**config.mk**
```make
export PLATFORM = sky130hd
export DESIGN_NAME = mmd_memory_decoder
export DESIGN_NICKNAME = d
export VERILOG_FILES = /design/src/logic/mmd_pkg.sv /design/src/logic/mmd_memory_decoder.sv /design/src/logic/mmd_master_arb.sv /design/src/logic/mmd_info_mem.sv
export SDC_FILE = /design/constraint.sdc
export NUM_CORES = 2
export LEC_CHECK = 0
export BUFFER_PORTS_ARGS = -buffer_cell sky130_fd_sc_hd__buf_2
export CAP_MARGIN = 20
export CORE_MARGIN = 5
export CORE_UTILIZATION = 37
export DETAILED_ROUTE_END_ITERATION = 6
export PLACE_DENSITY_LB_ADDON = 0.1
export SLEW_MARGIN = 20
export SYNTH_ARGS = -nofsm -noshare
export SYNTH_HDL_FRONTEND = slang
export SYNTH_SLANG_ARGS = --single-unit
```
**constraint.sdc**
```tcl
create_clock -name ref_clk_i -period 3.22 [get_ports ref_clk_i]
set_input_delay 0.483 -clock ref_clk_i [delete_from_list [all_inputs] [get_ports ref_clk_i]]
set_output_delay 0.483 -clock ref_clk_i [all_outputs]
set_load 0.02 [all_outputs]
```
**src/logic/mmd_pkg.sv**
```systemverilog
// Function
// vector table sits in main flash at 0ffc0h to 0ffffh on every variant.
// main flash ends at 0ffffh, starts at 0e000h, 0c000h or 08000h by variant.
// 256 bytes of information flash decode at 01000h to 010ffh.
// 1KB read-only boot memory decodes at 0c00h to 0fffh.
// RAM starts at 0200h, ends 03ffh on small variants, 05ffh on largest.
// word peripherals 0100h-01ffh, byte peripherals 010h-0ffh, special function area 00h-0fh.
// flash is programmable by debug port, serial boot loader and the CPU.
// CPU flash writes may be single bytes or single 16-bit words.
// main flash erases in 512-byte segments numbered from zero upward.
// information flash has four 64-byte segments, A to D.
// main segments erase all together or one segment alone.
// information segments erase alone, or all together with the main array.
// after reset segment A refuses program and erase until software unlocks it.
// oscillator calibration bytes occupy 010f8h to 010ffh inside segment A.
// peripheral registers sit on the shared bus, reachable like plain memory.
// external host programs flash or RAM through the boot loader's serial link.
// the boot loader grants memory access only after a correct password.
// CPU fetch from 0h-01ffh or unused space raises a reset.
// unassigned special function area bits have no storage behind them.
// writes aimed at boot memory are dropped and leave it unchanged.
package mmd_pkg;

  localparam logic [15:0] MMD_SFA_LO = 16'h0000;
  localparam logic [15:0] MMD_SFA_HI = 16'h000f;
  localparam logic [15:0] MMD_PER8_HI = 16'h00ff;
  localparam logic [15:0] MMD_PER16_HI = 16'h01ff;
  localparam logic [15:0] MMD_RAM_LO = 16'h0200;
  localparam logic [15:0] MMD_RAM_HI_SMALL = 16'h03ff;
  localparam logic [15:0] MMD_RAM_HI_LARGE = 16'h05ff;
  localparam logic [15:0] MMD_BOOT_LO = 16'h0c00;
  localparam logic [15:0] MMD_BOOT_HI = 16'h0fff;
  localparam logic [15:0] MMD_INFO_LO = 16'h1000;
  localparam logic [15:0] MMD_INFO_HI = 16'h10ff;
  localparam logic [15:0] MMD_CAL_LO = 16'h10f8;
  localparam logic [15:0] MMD_MAIN_LO_8K = 16'he000;
  localparam logic [15:0] MMD_MAIN_LO_16K = 16'hc000;
  localparam logic [15:0] MMD_MAIN_LO_32K = 16'h8000;
  localparam logic [15:0] MMD_VEC_LO = 16'hffc0;
  localparam int MMD_MAIN_SEG_SHIFT = 9;
  localparam int MMD_INFO_SEG_SHIFT = 6;
  localparam logic [1:0] MMD_INFO_SEG_A = 2'h3;
  localparam logic [3:0] MMD_INFO_ALL = 4'hf;
  localparam logic [15:0] MMD_ERASED = 16'hffff;
  localparam logic [7:0] MMD_SFA_MASK_0 = 8'h33;
  localparam logic [7:0] MMD_SFA_MASK_1 = 8'h0f;
  localparam logic [7:0] MMD_SFA_MASK_2 = 8'h1f;
  localparam logic [7:0] MMD_SFA_MASK_3 = 8'h0f;

  typedef enum logic [1:0] {
    MMD_VAR_8K = 2'h0,
    MMD_VAR_16K = 2'h1,
    MMD_VAR_32K = 2'h2
  } mmd_variant_t;

  typedef enum logic [3:0] {
    MMD_RG_NONE = 4'h0,
    MMD_RG_SFA = 4'h1,
    MMD_RG_PER8 = 4'h2,
    MMD_RG_PER16 = 4'h3,
    MMD_RG_RAM = 4'h4,
    MMD_RG_BOOT = 4'h5,
    MMD_RG_INFO = 4'h6,
    MMD_RG_MAIN = 4'h7
  } mmd_region_t;

  typedef enum logic [1:0] {
    MMD_ERS_SEG = 2'h0,
    MMD_ERS_MAIN = 2'h1,
    MMD_ERS_ALL = 2'h2
  } mmd_erase_t;

  typedef enum logic [1:0] {
    MMD_M_CPU = 2'h0,
    MMD_M_DBG = 2'h1,
    MMD_M_BL = 2'h2
  } mmd_master_t;

  typedef enum logic [1:0] {
    MMD_BL_LOCKED = 2'b00,
    MMD_BL_CHECK = 2'b01,
    MMD_BL_OPEN = 2'b11
  } mmd_bl_state_t;

  function automatic logic [15:0] mmd_main_lo(input mmd_variant_t v);
    case (v)
      MMD_VAR_8K: mmd_main_lo = MMD_MAIN_LO_8K;
      MMD_VAR_16K: mmd_main_lo = MMD_MAIN_LO_16K;
      default: mmd_main_lo = MMD_MAIN_LO_32K;
    endcase
  endfunction

  function automatic logic [15:0] mmd_ram_hi(input mmd_variant_t v);
    mmd_ram_hi = (v == MMD_VAR_32K) ? MMD_RAM_HI_LARGE : MMD_RAM_HI_SMALL;
  endfunction

  function automatic mmd_region_t mmd_region(input logic [15:0] a, input mmd_variant_t v);
    if (a <= MMD_SFA_HI) mmd_region = MMD_RG_SFA;
    else if (a <= MMD_PER8_HI) mmd_region = MMD_RG_PER8;
    else if (a <= MMD_PER16_HI) mmd_region = MMD_RG_PER16;
    else if (a >= MMD_RAM_LO && a <= mmd_ram_hi(v)) mmd_region = MMD_RG_RAM;
    else if (a >= MMD_BOOT_LO && a <= MMD_BOOT_HI) mmd_region = MMD_RG_BOOT;
    else if (a >= MMD_INFO_LO && a <= MMD_INFO_HI) mmd_region = MMD_RG_INFO;
    else if (a >= mmd_main_lo(v)) mmd_region = MMD_RG_MAIN;
    else mmd_region = MMD_RG_NONE;
  endfunction

  // only the first four bytes of the area hold real bits
  function automatic logic [7:0] mmd_sfa_mask(input logic [15:0] a);
    case (a)
      16'h0000: mmd_sfa_mask = MMD_SFA_MASK_0;
      16'h0001: mmd_sfa_mask = MMD_SFA_MASK_1;
      16'h0002: mmd_sfa_mask = MMD_SFA_MASK_2;
      16'h0003: mmd_sfa_mask = MMD_SFA_MASK_3;
      default: mmd_sfa_mask = 8'h00;
    endcase
  endfunction

endpackage

```
**src/logic/mmd_memory_decoder.sv**
```systemverilog
`timescale 1ns/1ns
module mmd_memory_decoder
  import mmd_pkg::*;
#(
  parameter mmd_variant_t VARIANT = MMD_VAR_32K,
  parameter int KEY_W = 256
) (
  // clock and reset
  input wire logic ref_clk_i,
  input wire logic nrst_i,
  // cpu master
  input wire logic cpu_req_i,
  input wire logic cpu_we_i,
  input wire logic cpu_byte_i,
  input wire logic cpu_fetch_i,
  input wire logic [15:0] cpu_addr_i,
  input wire logic [15:0] cpu_wdata_i,
  // debug port master
  input wire logic dbg_req_i,
  input wire logic dbg_we_i,
  input wire logic dbg_byte_i,
  input wire logic [15:0] dbg_addr_i,
  input wire logic [15:0] dbg_wdata_i,
  // serial boot loader master
  input wire logic bl_req_i,
  input wire logic bl_we_i,
  input wire logic bl_byte_i,
  input wire logic [15:0] bl_addr_i,
  input wire logic [15:0] bl_wdata_i,
  input wire logic bl_key_vld_i,
  input wire logic [KEY_W-1:0] bl_key_i,
  input wire logic [KEY_W-1:0] key_ref_i,
  // serial boot loader link
  input wire logic bl_txd_i,
  input wire logic bl_rxd_pin_i,
  output logic bl_txd_pin_o,
  output logic bl_rxd_o,
  output logic bl_open_o,
  output logic bl_key_bad_o,
  // erase control
  input wire logic ers_req_i,
  input wire mmd_erase_t ers_mode_i,
  input wire logic [15:0] ers_addr_i,
  input wire logic seg_a_unlock_i,
  // grants
  output logic cpu_gnt_o,
  output logic dbg_gnt_o,
  output logic bl_gnt_o,
  // decoded bus
  output logic bus_vld_o,
  output logic bus_we_o,
  output logic bus_byte_o,
  output logic [15:0] bus_addr_o,
  output logic [15:0] bus_wdata_o,
  output logic sel_sfa_o,
  output logic sel_per8_o,
  output logic sel_per16_o,
  output logic sel_ram_o,
  output logic sel_boot_o,
  output logic sel_info_o,
  output logic sel_main_o,
  output logic sel_vec_o,
  output logic sel_cal_o,
  output logic [7:0] sfa_wmask_o,
  // information flash read
  output logic [15:0] info_rdata_o,
  output logic info_rvld_o,
  // main flash erase
  output logic main_ers_o,
  output logic main_ers_all_o,
  output logic [5:0] main_ers_seg_o,
  // faults
  output logic lock_viol_o,
  output logic fetch_rst_o
);

  localparam logic [15:0] MAIN_LO = mmd_main_lo(VARIANT);

  mmd_master_t m_sel;
  logic any_gnt;
  logic bl_req_ok;
  logic m_we;
  logic m_byte;
  logic [15:0] m_addr;
  logic [15:0] m_wdata;
  mmd_region_t m_rg;
  mmd_region_t e_rg;
  logic acc_ok;
  logic info_acc;
  logic seg_a_hit;
  logic info_wr;
  logic info_rd;
  logic [1:0] info_be;
  logic [3:0] info_ers;
  logic a_viol;
  logic [6:0] seg_diff;
  logic seg_a_open_r;
  logic key_match_r;
  mmd_bl_state_t bl_st_r;
  logic [2:0] rxd_sync_r;

  // boot loader requests pass only once the password opened it
  assign bl_req_ok = bl_req_i && (bl_st_r == MMD_BL_OPEN);

  mmd_master_arb u_arb (
    .ref_clk_i(ref_clk_i),
    .nrst_i(nrst_i),
    .req_cpu_i(cpu_req_i),
    .req_dbg_i(dbg_req_i),
    .req_bl_i(bl_req_ok),
    .gnt_cpu_o(cpu_gnt_o),
    .gnt_dbg_o(dbg_gnt_o),
    .gnt_bl_o(bl_gnt_o),
    .sel_o(m_sel)
  );

  assign any_gnt = cpu_gnt_o || dbg_gnt_o || bl_gnt_o;

  // every master shares the one address and data path
  assign m_we = (m_sel == MMD_M_DBG) ? dbg_we_i : ((m_sel == MMD_M_BL) ? bl_we_i : cpu_we_i);
  assign m_byte = (m_sel == MMD_M_DBG) ? dbg_byte_i : ((m_sel == MMD_M_BL) ? bl_byte_i : cpu_byte_i);
  assign m_addr = (m_sel == MMD_M_DBG) ? dbg_addr_i : ((m_sel == MMD_M_BL) ? bl_addr_i : cpu_addr_i);
  assign m_wdata = (m_sel == MMD_M_DBG) ? dbg_wdata_i : ((m_sel == MMD_M_BL) ? bl_wdata_i : cpu_wdata_i);

  // region decode
  assign m_rg = mmd_region(m_addr, VARIANT);
  assign e_rg = mmd_region(ers_addr_i, VARIANT);

  // boot loader reaches flash and RAM only
  assign acc_ok = any_gnt && !(bl_gnt_o && !(m_rg == MMD_RG_RAM || m_rg == MMD_RG_INFO || m_rg == MMD_RG_MAIN));

  // segment A lock, closed again by any reset
  always_ff @(posedge ref_clk_i or negedge nrst_i) begin
    if (!nrst_i) begin
      seg_a_open_r <= 1'b0;
    end else begin
      seg_a_open_r <= seg_a_unlock_i;
    end
  end

  assign info_acc = acc_ok && (m_rg == MMD_RG_INFO);
  // segment index from address bits 7:6
  assign seg_a_hit = m_addr[7:MMD_INFO_SEG_SHIFT] == MMD_INFO_SEG_A;
  // programming of locked segment A is dropped
  assign info_wr = info_acc && m_we && !(seg_a_hit && !seg_a_open_r);
  assign info_rd = info_acc && !m_we;

  // byte lane pick, word writes use both lanes
  always_comb begin
    info_be = 2'b00;
    if (info_wr) begin
      if (!m_byte) info_be = 2'b11;
      else if (m_addr[0]) info_be = 2'b10;
      else info_be = 2'b01;
    end
  end

  // individual info erase or group with the main array
  always_comb begin
    info_ers = 4'h0;
    if (ers_req_i) begin
      unique case (ers_mode_i)
        MMD_ERS_SEG: begin
          if (e_rg == MMD_RG_INFO) info_ers[ers_addr_i[7:MMD_INFO_SEG_SHIFT]] = 1'b1;
        end
        MMD_ERS_ALL: info_ers = MMD_INFO_ALL;
        default: info_ers = 4'h0;
      endcase
    end
    // erase of locked segment A refused
    if (!seg_a_open_r) info_ers[MMD_INFO_SEG_A] = 1'b0;
  end

  mmd_info_mem #(
    .WORDS(128),
    .AW(7),
    .SEGS(4)
  ) u_info (
    .ref_clk_i(ref_clk_i),
    .nrst_i(nrst_i),
    .rd_i(info_rd),
    .idx_i(m_addr[7:1]),
    .be_i(info_be),
    .wdata_i(m_byte ? {m_wdata[7:0], m_wdata[7:0]} : m_wdata),
    .ers_seg_i(info_ers),
    .rdata_o(info_rdata_o)
  );

  always_ff @(posedge ref_clk_i or negedge nrst_i) begin
    if (!nrst_i) begin
      info_rvld_o <= 1'b0;
    end else begin
      info_rvld_o <= info_rd;
    end
  end

  // registered decoded bus towards RAM, peripherals and main flash
  always_ff @(posedge ref_clk_i or negedge nrst_i) begin
    if (!nrst_i) begin
      bus_vld_o <= 1'b0;
      bus_we_o <= 1'b0;
      bus_byte_o <= 1'b0;
      bus_addr_o <= 16'h0000;
      bus_wdata_o <= 16'h0000;
    end else begin
      bus_vld_o <= acc_ok;
      // boot memory is read-only
      bus_we_o <= acc_ok && m_we && (m_rg != MMD_RG_BOOT);
      bus_byte_o <= m_byte;
      bus_addr_o <= m_addr;
      bus_wdata_o <= m_wdata;
    end
  end

  always_ff @(posedge ref_clk_i or negedge nrst_i) begin
    if (!nrst_i) begin
      sel_sfa_o <= 1'b0;
      sel_per8_o <= 1'b0;
      sel_per16_o <= 1'b0;
      sel_ram_o <= 1'b0;
      sel_boot_o <= 1'b0;
      sel_info_o <= 1'b0;
      sel_main_o <= 1'b0;
      sel_vec_o <= 1'b0;
      sel_cal_o <= 1'b0;
      sfa_wmask_o <= 8'h00;
    end else begin
      // peripheral and special function area selects
      sel_sfa_o <= acc_ok && (m_rg == MMD_RG_SFA);
      sel_per8_o <= acc_ok && (m_rg == MMD_RG_PER8);
      sel_per16_o <= acc_ok && (m_rg == MMD_RG_PER16);
      // RAM window
      sel_ram_o <= acc_ok && (m_rg == MMD_RG_RAM);
      // boot memory window
      sel_boot_o <= acc_ok && (m_rg == MMD_RG_BOOT);
      // information flash window
      sel_info_o <= info_acc;
      // main flash window
      sel_main_o <= acc_ok && (m_rg == MMD_RG_MAIN);
      // vector table at the top of main flash
      sel_vec_o <= acc_ok && (m_rg == MMD_RG_MAIN) && (m_addr >= MMD_VEC_LO);
      // calibration bytes at the top of segment A
      sel_cal_o <= info_acc && (m_addr >= MMD_CAL_LO);
      // unassigned bits carry no storage
      sfa_wmask_o <= (acc_ok && m_rg == MMD_RG_SFA) ? mmd_sfa_mask(m_addr) : 8'h00;
    end
  end

  // R09 512-byte segment number counted from the bottom of main flash
  assign seg_diff = 7'(ers_addr_i[15:MMD_MAIN_SEG_SHIFT] - MAIN_LO[15:MMD_MAIN_SEG_SHIFT]);

  always_ff @(posedge ref_clk_i or negedge nrst_i) begin
    if (!nrst_i) begin
      main_ers_o <= 1'b0;
      main_ers_all_o <= 1'b0;
      main_ers_seg_o <= 6'h00;
    end else begin
      // mass erase or single segment erase
      main_ers_o <= ers_req_i && (ers_mode_i != MMD_ERS_SEG || e_rg == MMD_RG_MAIN);
      main_ers_all_o <= ers_req_i && (ers_mode_i == MMD_ERS_MAIN || ers_mode_i == MMD_ERS_ALL);
      main_ers_seg_o <= seg_diff[5:0];
    end
  end

  // flag refused program or single segment erase of segment A
  assign a_viol = (info_acc && m_we && seg_a_hit && !seg_a_open_r)
    || (ers_req_i && ers_mode_i == MMD_ERS_SEG && e_rg == MMD_RG_INFO
        && ers_addr_i[7:MMD_INFO_SEG_SHIFT] == MMD_INFO_SEG_A && !seg_a_open_r);

  always_ff @(posedge ref_clk_i or negedge nrst_i) begin
    if (!nrst_i) begin
      lock_viol_o <= 1'b0;
    end else begin
      lock_viol_o <= a_viol;
    end
  end

  // fetch from register space or a hole resets the device
  always_ff @(posedge ref_clk_i or negedge nrst_i) begin
    if (!nrst_i) begin
      fetch_rst_o <= 1'b0;
    end else begin
      fetch_rst_o <= cpu_gnt_o && cpu_fetch_i && (m_rg == MMD_RG_NONE || m_rg == MMD_RG_SFA
        || m_rg == MMD_RG_PER8 || m_rg == MMD_RG_PER16);
    end
  end

  // password check, one cycle to register the wide compare
  always_ff @(posedge ref_clk_i or negedge nrst_i) begin
    if (!nrst_i) begin
      bl_st_r <= MMD_BL_LOCKED;
      key_match_r <= 1'b0;
      bl_key_bad_o <= 1'b0;
    end else begin
      bl_key_bad_o <= 1'b0;
      unique case (bl_st_r)
        MMD_BL_LOCKED: begin
          if (bl_key_vld_i) begin
            key_match_r <= (bl_key_i == key_ref_i);
            bl_st_r <= MMD_BL_CHECK;
          end
        end
        MMD_BL_CHECK: begin
          bl_st_r <= key_match_r ? MMD_BL_OPEN : MMD_BL_LOCKED;
          bl_key_bad_o <= !key_match_r;
        end
        MMD_BL_OPEN: bl_st_r <= MMD_BL_OPEN;
        default: bl_st_r <= MMD_BL_LOCKED;
      endcase
    end
  end

  assign bl_open_o = (bl_st_r == MMD_BL_OPEN);

  // serial link pins; receive line is asynchronous
  // a level is taken only when stages two and three agree
  always_ff @(posedge ref_clk_i or negedge nrst_i) begin
    if (!nrst_i) begin
      rxd_sync_r <= 3'b111;
      bl_rxd_o <= 1'b1;
      bl_txd_pin_o <= 1'b1;
    end else begin
      rxd_sync_r <= {rxd_sync_r[1:0], bl_rxd_pin_i};
      if (rxd_sync_r[1] == rxd_sync_r[2]) bl_rxd_o <= rxd_sync_r[2];
      bl_txd_pin_o <= bl_txd_i;
    end
  end
endmodule

```
**src/logic/mmd_master_arb.sv**
```systemverilog
`timescale 1ns/1ns
module mmd_master_arb
  import mmd_pkg::*;
(
  // clock, reset and requests
  input wire logic ref_clk_i,
  input wire logic nrst_i,
  input wire logic req_cpu_i,
  input wire logic req_dbg_i,
  input wire logic req_bl_i,
  // grants
  output logic gnt_cpu_o,
  output logic gnt_dbg_o,
  output logic gnt_bl_o,
  output mmd_master_t sel_o
);

  // three programming masters
  // debug port wins so a halted core can always be reached
  always_comb begin
    gnt_dbg_o = req_dbg_i;
    gnt_bl_o = req_bl_i && !req_dbg_i;
    gnt_cpu_o = req_cpu_i && !req_dbg_i && !req_bl_i;
    if (req_dbg_i) sel_o = MMD_M_DBG;
    else if (req_bl_i) sel_o = MMD_M_BL;
    else sel_o = MMD_M_CPU;
  end
endmodule

```
**src/logic/mmd_info_mem.sv**
```systemverilog
`timescale 1ns/1ns
module mmd_info_mem
  import mmd_pkg::*;
#(
  parameter int WORDS = 128,
  parameter int AW = 7,
  parameter int SEGS = 4
) (
  // clock and reset
  input wire logic ref_clk_i,
  input wire logic nrst_i,
  // access
  input wire logic rd_i,
  input wire logic [AW-1:0] idx_i,
  input wire logic [1:0] be_i,
  input wire logic [15:0] wdata_i,
  input wire logic [SEGS-1:0] ers_seg_i,
  // read data
  output logic [15:0] rdata_o
);

  localparam int SEG_WORDS = WORDS / SEGS;

  logic [15:0] mem [WORDS];

  // flash keeps its contents through reset, so no reset here
  always_ff @(posedge ref_clk_i) begin
    // byte or word programming, bits only clear
    if (be_i[0]) mem[idx_i][7:0] <= mem[idx_i][7:0] & wdata_i[7:0];
    if (be_i[1]) mem[idx_i][15:8] <= mem[idx_i][15:8] & wdata_i[15:8];
    // erase per 64-byte segment
    for (int i = 0; i < WORDS; i++) begin
      if (ers_seg_i[i / SEG_WORDS]) mem[i] <= MMD_ERASED;
    end
  end

  always_ff @(posedge ref_clk_i or negedge nrst_i) begin
    if (!nrst_i) begin
      rdata_o <= 16'h0000;
    end else if (rd_i) begin
      rdata_o <= mem[idx_i];
    end
  end

endmodule

```
Yosys cells after proc, flatten, opt, wreduce, memory -nomap -nowiden:

Memory sizes are Yosys's and may differ from the RTL's.
Cells that the tools add are included.

* bits in registers: 89
* RAM bits: 2048
* output and inout port bits: 86
* memories kept: 1

Memory list
* u_info.mem: depth 128, width 16, read ports 1, clocked after memory_dff 0, wr ports 129, RTL line mmd_info_mem.sv:24 `logic [15:0] mem [WORDS];`

* $add $sub $neg: 1
* order comparisons: 24
* equality and inequality tests: 24
* multiplexer cells: 64
* bitwise operators: 2
* reductions and logical operators: 63

Operators by type and width (number)
* 16-bit 2-to-1 mux: 17
* 256-bit == test: 1
* 16-bit by 13-bit greater-or-equal comparator with 1-bit output (second input constant): 3
* 1-bit logical AND: 38
* 16-bit by 2-bit == test with 1-bit output (second input constant): 2
* 16-bit by 10-bit greater-or-equal comparator with 1-bit output (second input constant): 2
* 16-bit by 12-bit greater-or-equal comparator with 1-bit output (second input constant): 2
* 16-bit greater-or-equal comparator: 2
* 16-bit by 11-bit less-or-equal comparator with 1-bit output (second input constant): 2
* 16-bit by 12-bit less-or-equal comparator with 1-bit output (second input constant): 2
* 16-bit by 13-bit less-or-equal comparator with 1-bit output (second input constant): 2
* 16-bit by 4-bit less-or-equal comparator with 1-bit output (second input constant): 2
* 16-bit by 8-bit less-or-equal comparator with 1-bit output (second input constant): 2
* 16-bit by 9-bit less-or-equal comparator with 1-bit output (second input constant): 2
* 3-bit 2-to-1 mux: 10
* 4-bit by 3-bit == test with 1-bit output (second input constant): 6
* 4-bit 2-to-1 mux: 6
* 1-bit 2-to-1 mux: 19
* 6-bit case mux with 3 select lines: 1
* 8-bit bitwise AND: 2
* 16-bit by 1-bit == test with 1-bit output (second input constant): 1
* 16-bit greater-or-equal comparator (second input constant): 1
* 16-bit logical NOT: 1
* 2-bit 2-to-1 mux: 7
* other kinds (21): 45

Depth between registers and ports, before layout:

* depth after elaboration: 36
* depth in mapped cells: 18
* gate-level depth less buffers: 10

Cells and area by module:

Synthesis repeated with hierarchy kept, for this count alone.

* cells, all modules: 11451
* area, all modules: 95392.7 µm²

Modules (own cells, without submodules)
* mmd_info_mem: instances 1, cells each 10748, area an instance 88904.0 µm², sequential area each 41399.7 µm²
* mmd_memory_decoder: instances 1, cells each 698, area an instance 6447.4 µm², sequential area each 1732.9 µm²
* mmd_master_arb: instances 1, cells each 5, area an instance 41.3 µm², sequential area each 0.0 µm²

Least setup slack after synthesis:

OpenSTA, ideal clock, no wires.

* kind: input port to flip-flop
* from: input bl_req_i
* to: register u_info.rdata_o[1] (read register of u_info.mem)
* setup time: 137 ps
* data arrival time: 3449 ps
* setup slack: -366 ps
* stages on the path: 12
* buffers on the path: 3
* cells stage by stage: buf_2 and4_1 a211o_1 nand2_2 buf_2 clkbuf_1 mux4_2 a211oi_1 o22ai_1 a2111o_1 nor4_1 a21oi_1

* cells in the longest elaborated chain, start to end: 23
* elaborated cells on any way between the ends: 47

Ends and longest elaborated chain
* start: declaration: RTL line mmd_memory_decoder.sv:25 `input wire logic bl_req_i,`
* 1-bit logical AND *: RTL line mmd_memory_decoder.sv:103 `assign bl_req_ok = bl_req_i && (bl_st_r == MMD_BL_OPEN);`
* 2-bit 2-to-1 mux: RTL line mmd_master_arb.sv:25 `else if (req_bl_i) sel_o = MMD_M_BL;`
* 2-bit 2-to-1 mux: RTL line mmd_master_arb.sv:24 `if (req_dbg_i) sel_o = MMD_M_DBG;`
* 2-bit == test: RTL line mmd_memory_decoder.sv:120, mmd_memory_decoder.sv:122
* 16-bit 2-to-1 mux (2 in a row): RTL line mmd_memory_decoder.sv:122 `assign m_addr = (m_sel == MMD_M_DBG) ? dbg_addr_i : ((m_sel == MMD_M_BL) ? bl_addr_i : cpu_addr_i);`
* 16-bit greater-or-equal comparator (tied with other cells): RTL line mmd_pkg.sv:104 `else if (a >= mmd_main_lo(v)) mmd_region = MMD_RG_MAIN;`
* 3-bit 2-to-1 mux or 1-bit logical AND (tied branches): RTL line mmd_pkg.sv:104, mmd_pkg.sv:103
* 3-bit 2-to-1 mux: RTL line mmd_pkg.sv:103 `else if (a >= MMD_INFO_LO && a <= MMD_INFO_HI) mmd_region = MMD_RG_INFO;`
* [5 not listed]
* 4-bit by 3-bit == test with 1-bit output, on equally long branches: RTL line mmd_memory_decoder.sv:130, mmd_memory_decoder.sv:141
* 1-bit logical OR (2 in a row): RTL line mmd_memory_decoder.sv:130 `assign acc_ok = any_gnt && !(bl_gnt_o && !(m_rg == MMD_RG_RAM || m_rg == MMD_RG_INFO || m_rg == MMD_RG_MAIN));`
* 1-bit logical NOT: RTL line mmd_memory_decoder.sv:130
* 1-bit logical AND: RTL line mmd_memory_decoder.sv:130
* 1-bit logical NOT: RTL line mmd_memory_decoder.sv:130
* 1-bit logical AND: RTL line mmd_memory_decoder.sv:130
* 1-bit logical AND: RTL line mmd_memory_decoder.sv:141 `assign info_acc = acc_ok && (m_rg == MMD_RG_INFO);`
* 1-bit logical AND: RTL line mmd_memory_decoder.sv:146 `assign info_rd = info_acc && !m_we;`
* end: declaration: RTL line mmd_info_mem.sv:19 `output logic [15:0] rdata_o`

Mark *: on every way between the ends. The rest lies on a longest branch, timed or not.
A chain may end at the register's enable or synchronous reset.

==> results.md <==
- The run finished, with violations left.
- The checks that failed: design-rule violations, negative setup slack.
- The aggregate global routing overflow is 0.
- The smallest clock period supported by the final layout is computed as 4.01 ns.
- In this run the critical register-to-register path is launched from bl_st_r[0].
- The first global-routing pass estimated 733 mm of wire.
- The predominant post-synthesis flop cell is sky130_fd_sc_hd__dfxtp_1.
- Counting flops with a built-in enable in the synthesized netlist gives 0.
- The number of DRC violations after detailed routing is 1.
- The routed length on met1 is about 190 mm.
- In the finished design, the share of the clock period the worst path needs comes to 1.24.
- STA classifies the critical path startpoint as a register.
- The relative contribution of sequential cells to total power is 0.395.
- Counting instances in the post-synthesis netlist gives the leading cell types as 2253 x sky130_fd_sc_hd__a21oi_1, 2048 x sky130_fd_sc_hd__dfxtp_1, 1388 x sky130_fd_sc_hd__nor2_1, 1040 x sky130_fd_sc_hd__o31ai_1, 598 x sky130_fd_sc_hd__clkbuf_1.
- The internal power of the cells totals 0.0476 W.
- In the routed layout, each cell is associated on average with a via count of between 6 and 7.
- Counting flops with an async set or reset pin after synthesis yields a share of 0.0398.
- The clock skew is between 0.02 and 0.03 ns.
- Each instance of the synthesized netlist takes up on average between 8 and 9 um2.
- The number of maximum-capacitance constraint violations is 0.
- Of the synthesized area, sequential elements account for 0.466.
- Synthesis produced a netlist whose cell count is 10710.
- The number of nets at the end of the flow is 12935.
- Yosys instantiated no cell more often than sky130_fd_sc_hd__a21oi_1.
- The via count of the first global-routing pass is 91354.
- After clock tree synthesis, the clock-pin slew on the worst setup and hold paths is 0.07 ns.
- In this run the remaining antenna-violating nets after routing total 0.
- The final count of pins violating max slew is 0.
- At the end of routability-driven placement, the weighted congestion stood at 1.04.
- The area of the die is 260000 um2.
- For this configuration, the core starts out at a cell density of 0.372.
- The number of different library cells used by synthesis comes to 105.
- Detailed placement ended at an HPWL of 398 mm.
- In this run the power spent charging and discharging nets is 0.0215 W.
- The launching element of the worst setup path is bl_st_r[0].
- The clock network fraction of total power is 0.381.
- Across all setup checks in the final design, the least slack found is -0.788 ns.
- Prior to clock tree synthesis, the placed netlist has a worst setup slack of -1.69 ns.
- The detailed router finished its first iteration with about 14000 violations.
- The placeable core region is 249000 um2.
- Setup repair after global routing could not meet its margin everywhere.
- For this design the ratio of total power to cell area is 555 nW/um2.
- The total wire length after detailed routing is 553 mm.
- Setup violations remaining at the end of the flow were counted as approximately 2100.
- The depth of the worst register-to-register path is 16.
- No sink is reached through more buffers than the 3 on the longest clock path.
- Across every metal layer, demand over resource in global routing totals 0.397.
- The final number of hold-violating endpoints was 0.
- STA puts the critical path data required time at a little over 4 ns.
- The setup slack of the most critical reg-to-reg path is -0.79 ns.
- The count of H-tree levels built during CTS is 4.
- The per-cell routed wire length is 34.8 um.
- Of the total power, the share spent switching nets is 0.312.
- The top cell type by total area after synthesis is sky130_fd_sc_hd__dfxtp_1.
- The first detailed-routing pass took 7 iterations.
- The number of buffer cells added on primary ports is 720.
- Clock tree synthesis found a total of 2133 sinks.
- The peak supply drop is 619 uV.
- The relative max-transition margin is 0.356.
- The capturing point of the worst reg2reg path is u_info.mem[107][9].
- The yosys synthesis warning count is 0.
- TritonCTS built the clock tree.
- Summed over all nets, wire length on met3 after detailed routing comes to 60.2 mm.
- The number of top-level design ports is 729.
- The clock reaches the later pin of the worst-skew pair after roughly 0.90 ns.
- The fraction of final layout cells with drive strength greater than 1 is 0.264.
- The worst setup path category is register to register.
- Static timing analysis puts the maximum clock frequency at 0.250 GHz.
- The top cell type's share of synthesized area is 0.443.
- The summed instance area of the synthesized netlist is 92600 um2.
- The tightest min-delay check is of the input port to register type.
- Of all nets on the critical path, the largest fanout is 7.
- After detailed routing, the met2 layer carries between 200 and 250 mm of wire.
- The number of antenna violations at the first check in global routing is 175.
- The total via count in the routed design is around 100000.
- The leakage power summed over all cells is 48.2 nW.
- The setup TNS is -1068.67 ns.
- TritonCTS created 223 clock buffers.
- The number of synthesized register bits is 2133.
- The data arrival at the endpoint of the critical path is 4.82 ns.
- CTS placed an instance of sky130_fd_sc_hd__clkbuf_16 at the clock tree root.
- The largest net degree at the start of global routing is 133.
- The combinational fraction of design power is 0.224.
- In the post-synthesis netlist, the biggest area contributors are sky130_fd_sc_hd__dfxtp_1 44%, sky130_fd_sc_hd__a21oi_1 12%, sky130_fd_sc_hd__o31ai_1 8.4%.
- The critical path ends at u_info.mem[107][9].
- The growth of design area from synthesis to finish is 34.3%.
- The number of core rows is 183.
- Signal routing reaches up to met5.
- The capturing element type of the critical path is a register.
- The slew at the pin closest to its max-slew limit is just under 1 ns.
- The horizontal die dimension is between 500 and 600 um.
- Measured along the y axis, the die boundary spans just over 500 um.
## area by class of cell
class                      instances  area, um2
fill                           23498     124000
clock buffer                     335       6530
sequential                      2133      43100
clock inverter                    67        764
multi-input combinational       7513      48000
tap                             3330       4170
antenna                           78        195
timing repair buffer            2361      21300
inverter                          58        244
## worst min-delay path by stage
stage / slack [ns] / cells after the start / endpoint / startpoint
2_1_floorplan: 0.19 / 0 / bl_key_bad_o / nrst_i
5_1_grt: 0.03 / 3 / main_ers_o / ers_addr_i[15]
3_5_place_dp: 0.35 / 0 / rxd_sync_r[1] / rxd_sync_r[0]
4_1_cts: 0.003 / 3 / main_ers_o / ers_addr_i[15]
3_3_place_gp: 0.35 / 0 / rxd_sync_r[1] / rxd_sync_r[0]
6_report: 0.05 / 3 / main_ers_o / ers_addr_i[15]
## cells in the final DEF (no fill, tap or decap), types with 42 or more instances in the layout
cell type                   synthesis  layout
sky130_fd_sc_hd__a21oi_1         2253    2210
sky130_fd_sc_hd__dfxtp_1         2048    2048
sky130_fd_sc_hd__nor2_1          1388    1331
sky130_fd_sc_hd__buf_4             64    1171
sky130_fd_sc_hd__o31ai_1         1040     933
sky130_fd_sc_hd__buf_2            242     718
sky130_fd_sc_hd__nand2_1          569     493
sky130_fd_sc_hd__buf_12             0     307
sky130_fd_sc_hd__clkbuf_16          0     261
sky130_fd_sc_hd__o21ai_0          279     257
sky130_fd_sc_hd__a22oi_1          221     215
sky130_fd_sc_hd__xnor2_1          154     154
sky130_fd_sc_hd__mux2i_1          160     153
sky130_fd_sc_hd__a221oi_1         123     112
sky130_fd_sc_hd__nand3_1          109     101
sky130_fd_sc_hd__o31ai_4            0      87
sky130_fd_sc_hd__xor2_1            80      80
sky130_fd_sc_hd__and3_1            81      79
sky130_fd_sc_hd__dfrtp_1           80      79
sky130_fd_sc_hd__diode_2            0      78
sky130_fd_sc_hd__nand4_1           71      71
sky130_fd_sc_hd__o22ai_1           73      68
sky130_fd_sc_hd__a22o_1            71      68
sky130_fd_sc_hd__buf_6             39      65
sky130_fd_sc_hd__clkbuf_1         598      64
sky130_fd_sc_hd__nand2_2            2      63
sky130_fd_sc_hd__mux2_2            60      55
sky130_fd_sc_hd__inv_1             54      53
sky130_fd_sc_hd__mux4_2            53      53
sky130_fd_sc_hd__a222oi_1          50      50
sky130_fd_sc_hd__a211oi_1          55      46
sky130_fd_sc_hd__nor2_2             0      44
sky130_fd_sc_hd__clkbuf_8           0      44
sky130_fd_sc_hd__a221o_1           42      42
sky130_fd_sc_hd__a31oi_1           46      42
## repair_timing
item,4_1_cts,5_1_grt
hold buffers,26,0
buffers inserted,41,85
cloned,11,42
hold endpoints to repair,80,0
setup endpoints to repair,2076,2076
pin swaps,41,167
resized for setup,202,481
## logic make-up after synthesis
kind of cell               after synthesis  synth area share
AOI/OAI and AO/OA                     4590             0.312
xor gates and xnor gates               234            0.0221
adders and majority gates                3          0.000378
buffers and inverters                 1065            0.0523
DFF                                   2133             0.466
muxes                                  277            0.0381
other                                    1         0.0000405
and+or+nand+nor                       2407             0.110
## per-stage QoR
step | util | area, um2 | power [W] | cells | hold WS (ns)
after global routing | 0.499 | 124000 | 0.0705 | 15839 | 0.0254
after global placement | 0.446 | 111000 | 0.0403 | 15195 | 0.348
after detailed placement | 0.446 | 111000 | 0.0403 | 15196 | 0.348
after floorplan | - | 93100 | 0.0337 | 10711 | 0.187
after CTS | 0.482 | 120000 | 0.0671 | 15675 | 0.00302
final | 0.500 | 124000 | 0.0691 | 15875 | 0.0530
## metal layers
layer / GRT usage / vias up
met5: 0 / -
met4: 0.288 / 142
met3: 0.0981 / 1763
met2: 0.640 / 6576
met1: 0.460 / 48659
li1: - / 42859
## power by group through the flow
stage               logic (W)  clock network [W]  registers (W)
floorplan             0.00577                  0         0.0279
CTS                    0.0133             0.0265         0.0273
global route           0.0157             0.0275         0.0274
global placement       0.0124                  0         0.0279
detailed placement     0.0125                  0         0.0279
finish                 0.0155             0.0263         0.0273
## state kept, by name, indices dropped and copies added (netlist names), 2 cells and up
register,cells
main_ers_seg_o,6
rxd_sync_r,3
bus_addr_o,16
u_info.rdata_o,16
bus_wdata_o,16
sfa_wmask_o,4
bl_st_r,2
u_info.mem,2048
## worst max-delay path: stages, from the launching register on
cell	delay [ns]
sky130_fd_sc_hd__dfrtp_1	0.41
sky130_fd_sc_hd__and3_4	0.33
sky130_fd_sc_hd__buf_6	0.15
sky130_fd_sc_hd__mux2_4	0.33
sky130_fd_sc_hd__buf_4	0.16
sky130_fd_sc_hd__a211o_1	0.31
sky130_fd_sc_hd__buf_12	0.17
sky130_fd_sc_hd__buf_4	0.16
sky130_fd_sc_hd__nor2_4	0.30
sky130_fd_sc_hd__buf_8	0.19
sky130_fd_sc_hd__o211ai_1	0.18
sky130_fd_sc_hd__o2111a_2	0.22
sky130_fd_sc_hd__and4_4	0.25
sky130_fd_sc_hd__buf_12	0.15
sky130_fd_sc_hd__clkbuf_16	0.17
sky130_fd_sc_hd__clkbuf_16	0.17
sky130_fd_sc_hd__o31ai_1	0.24
Power figures use the tool's default switching activity.
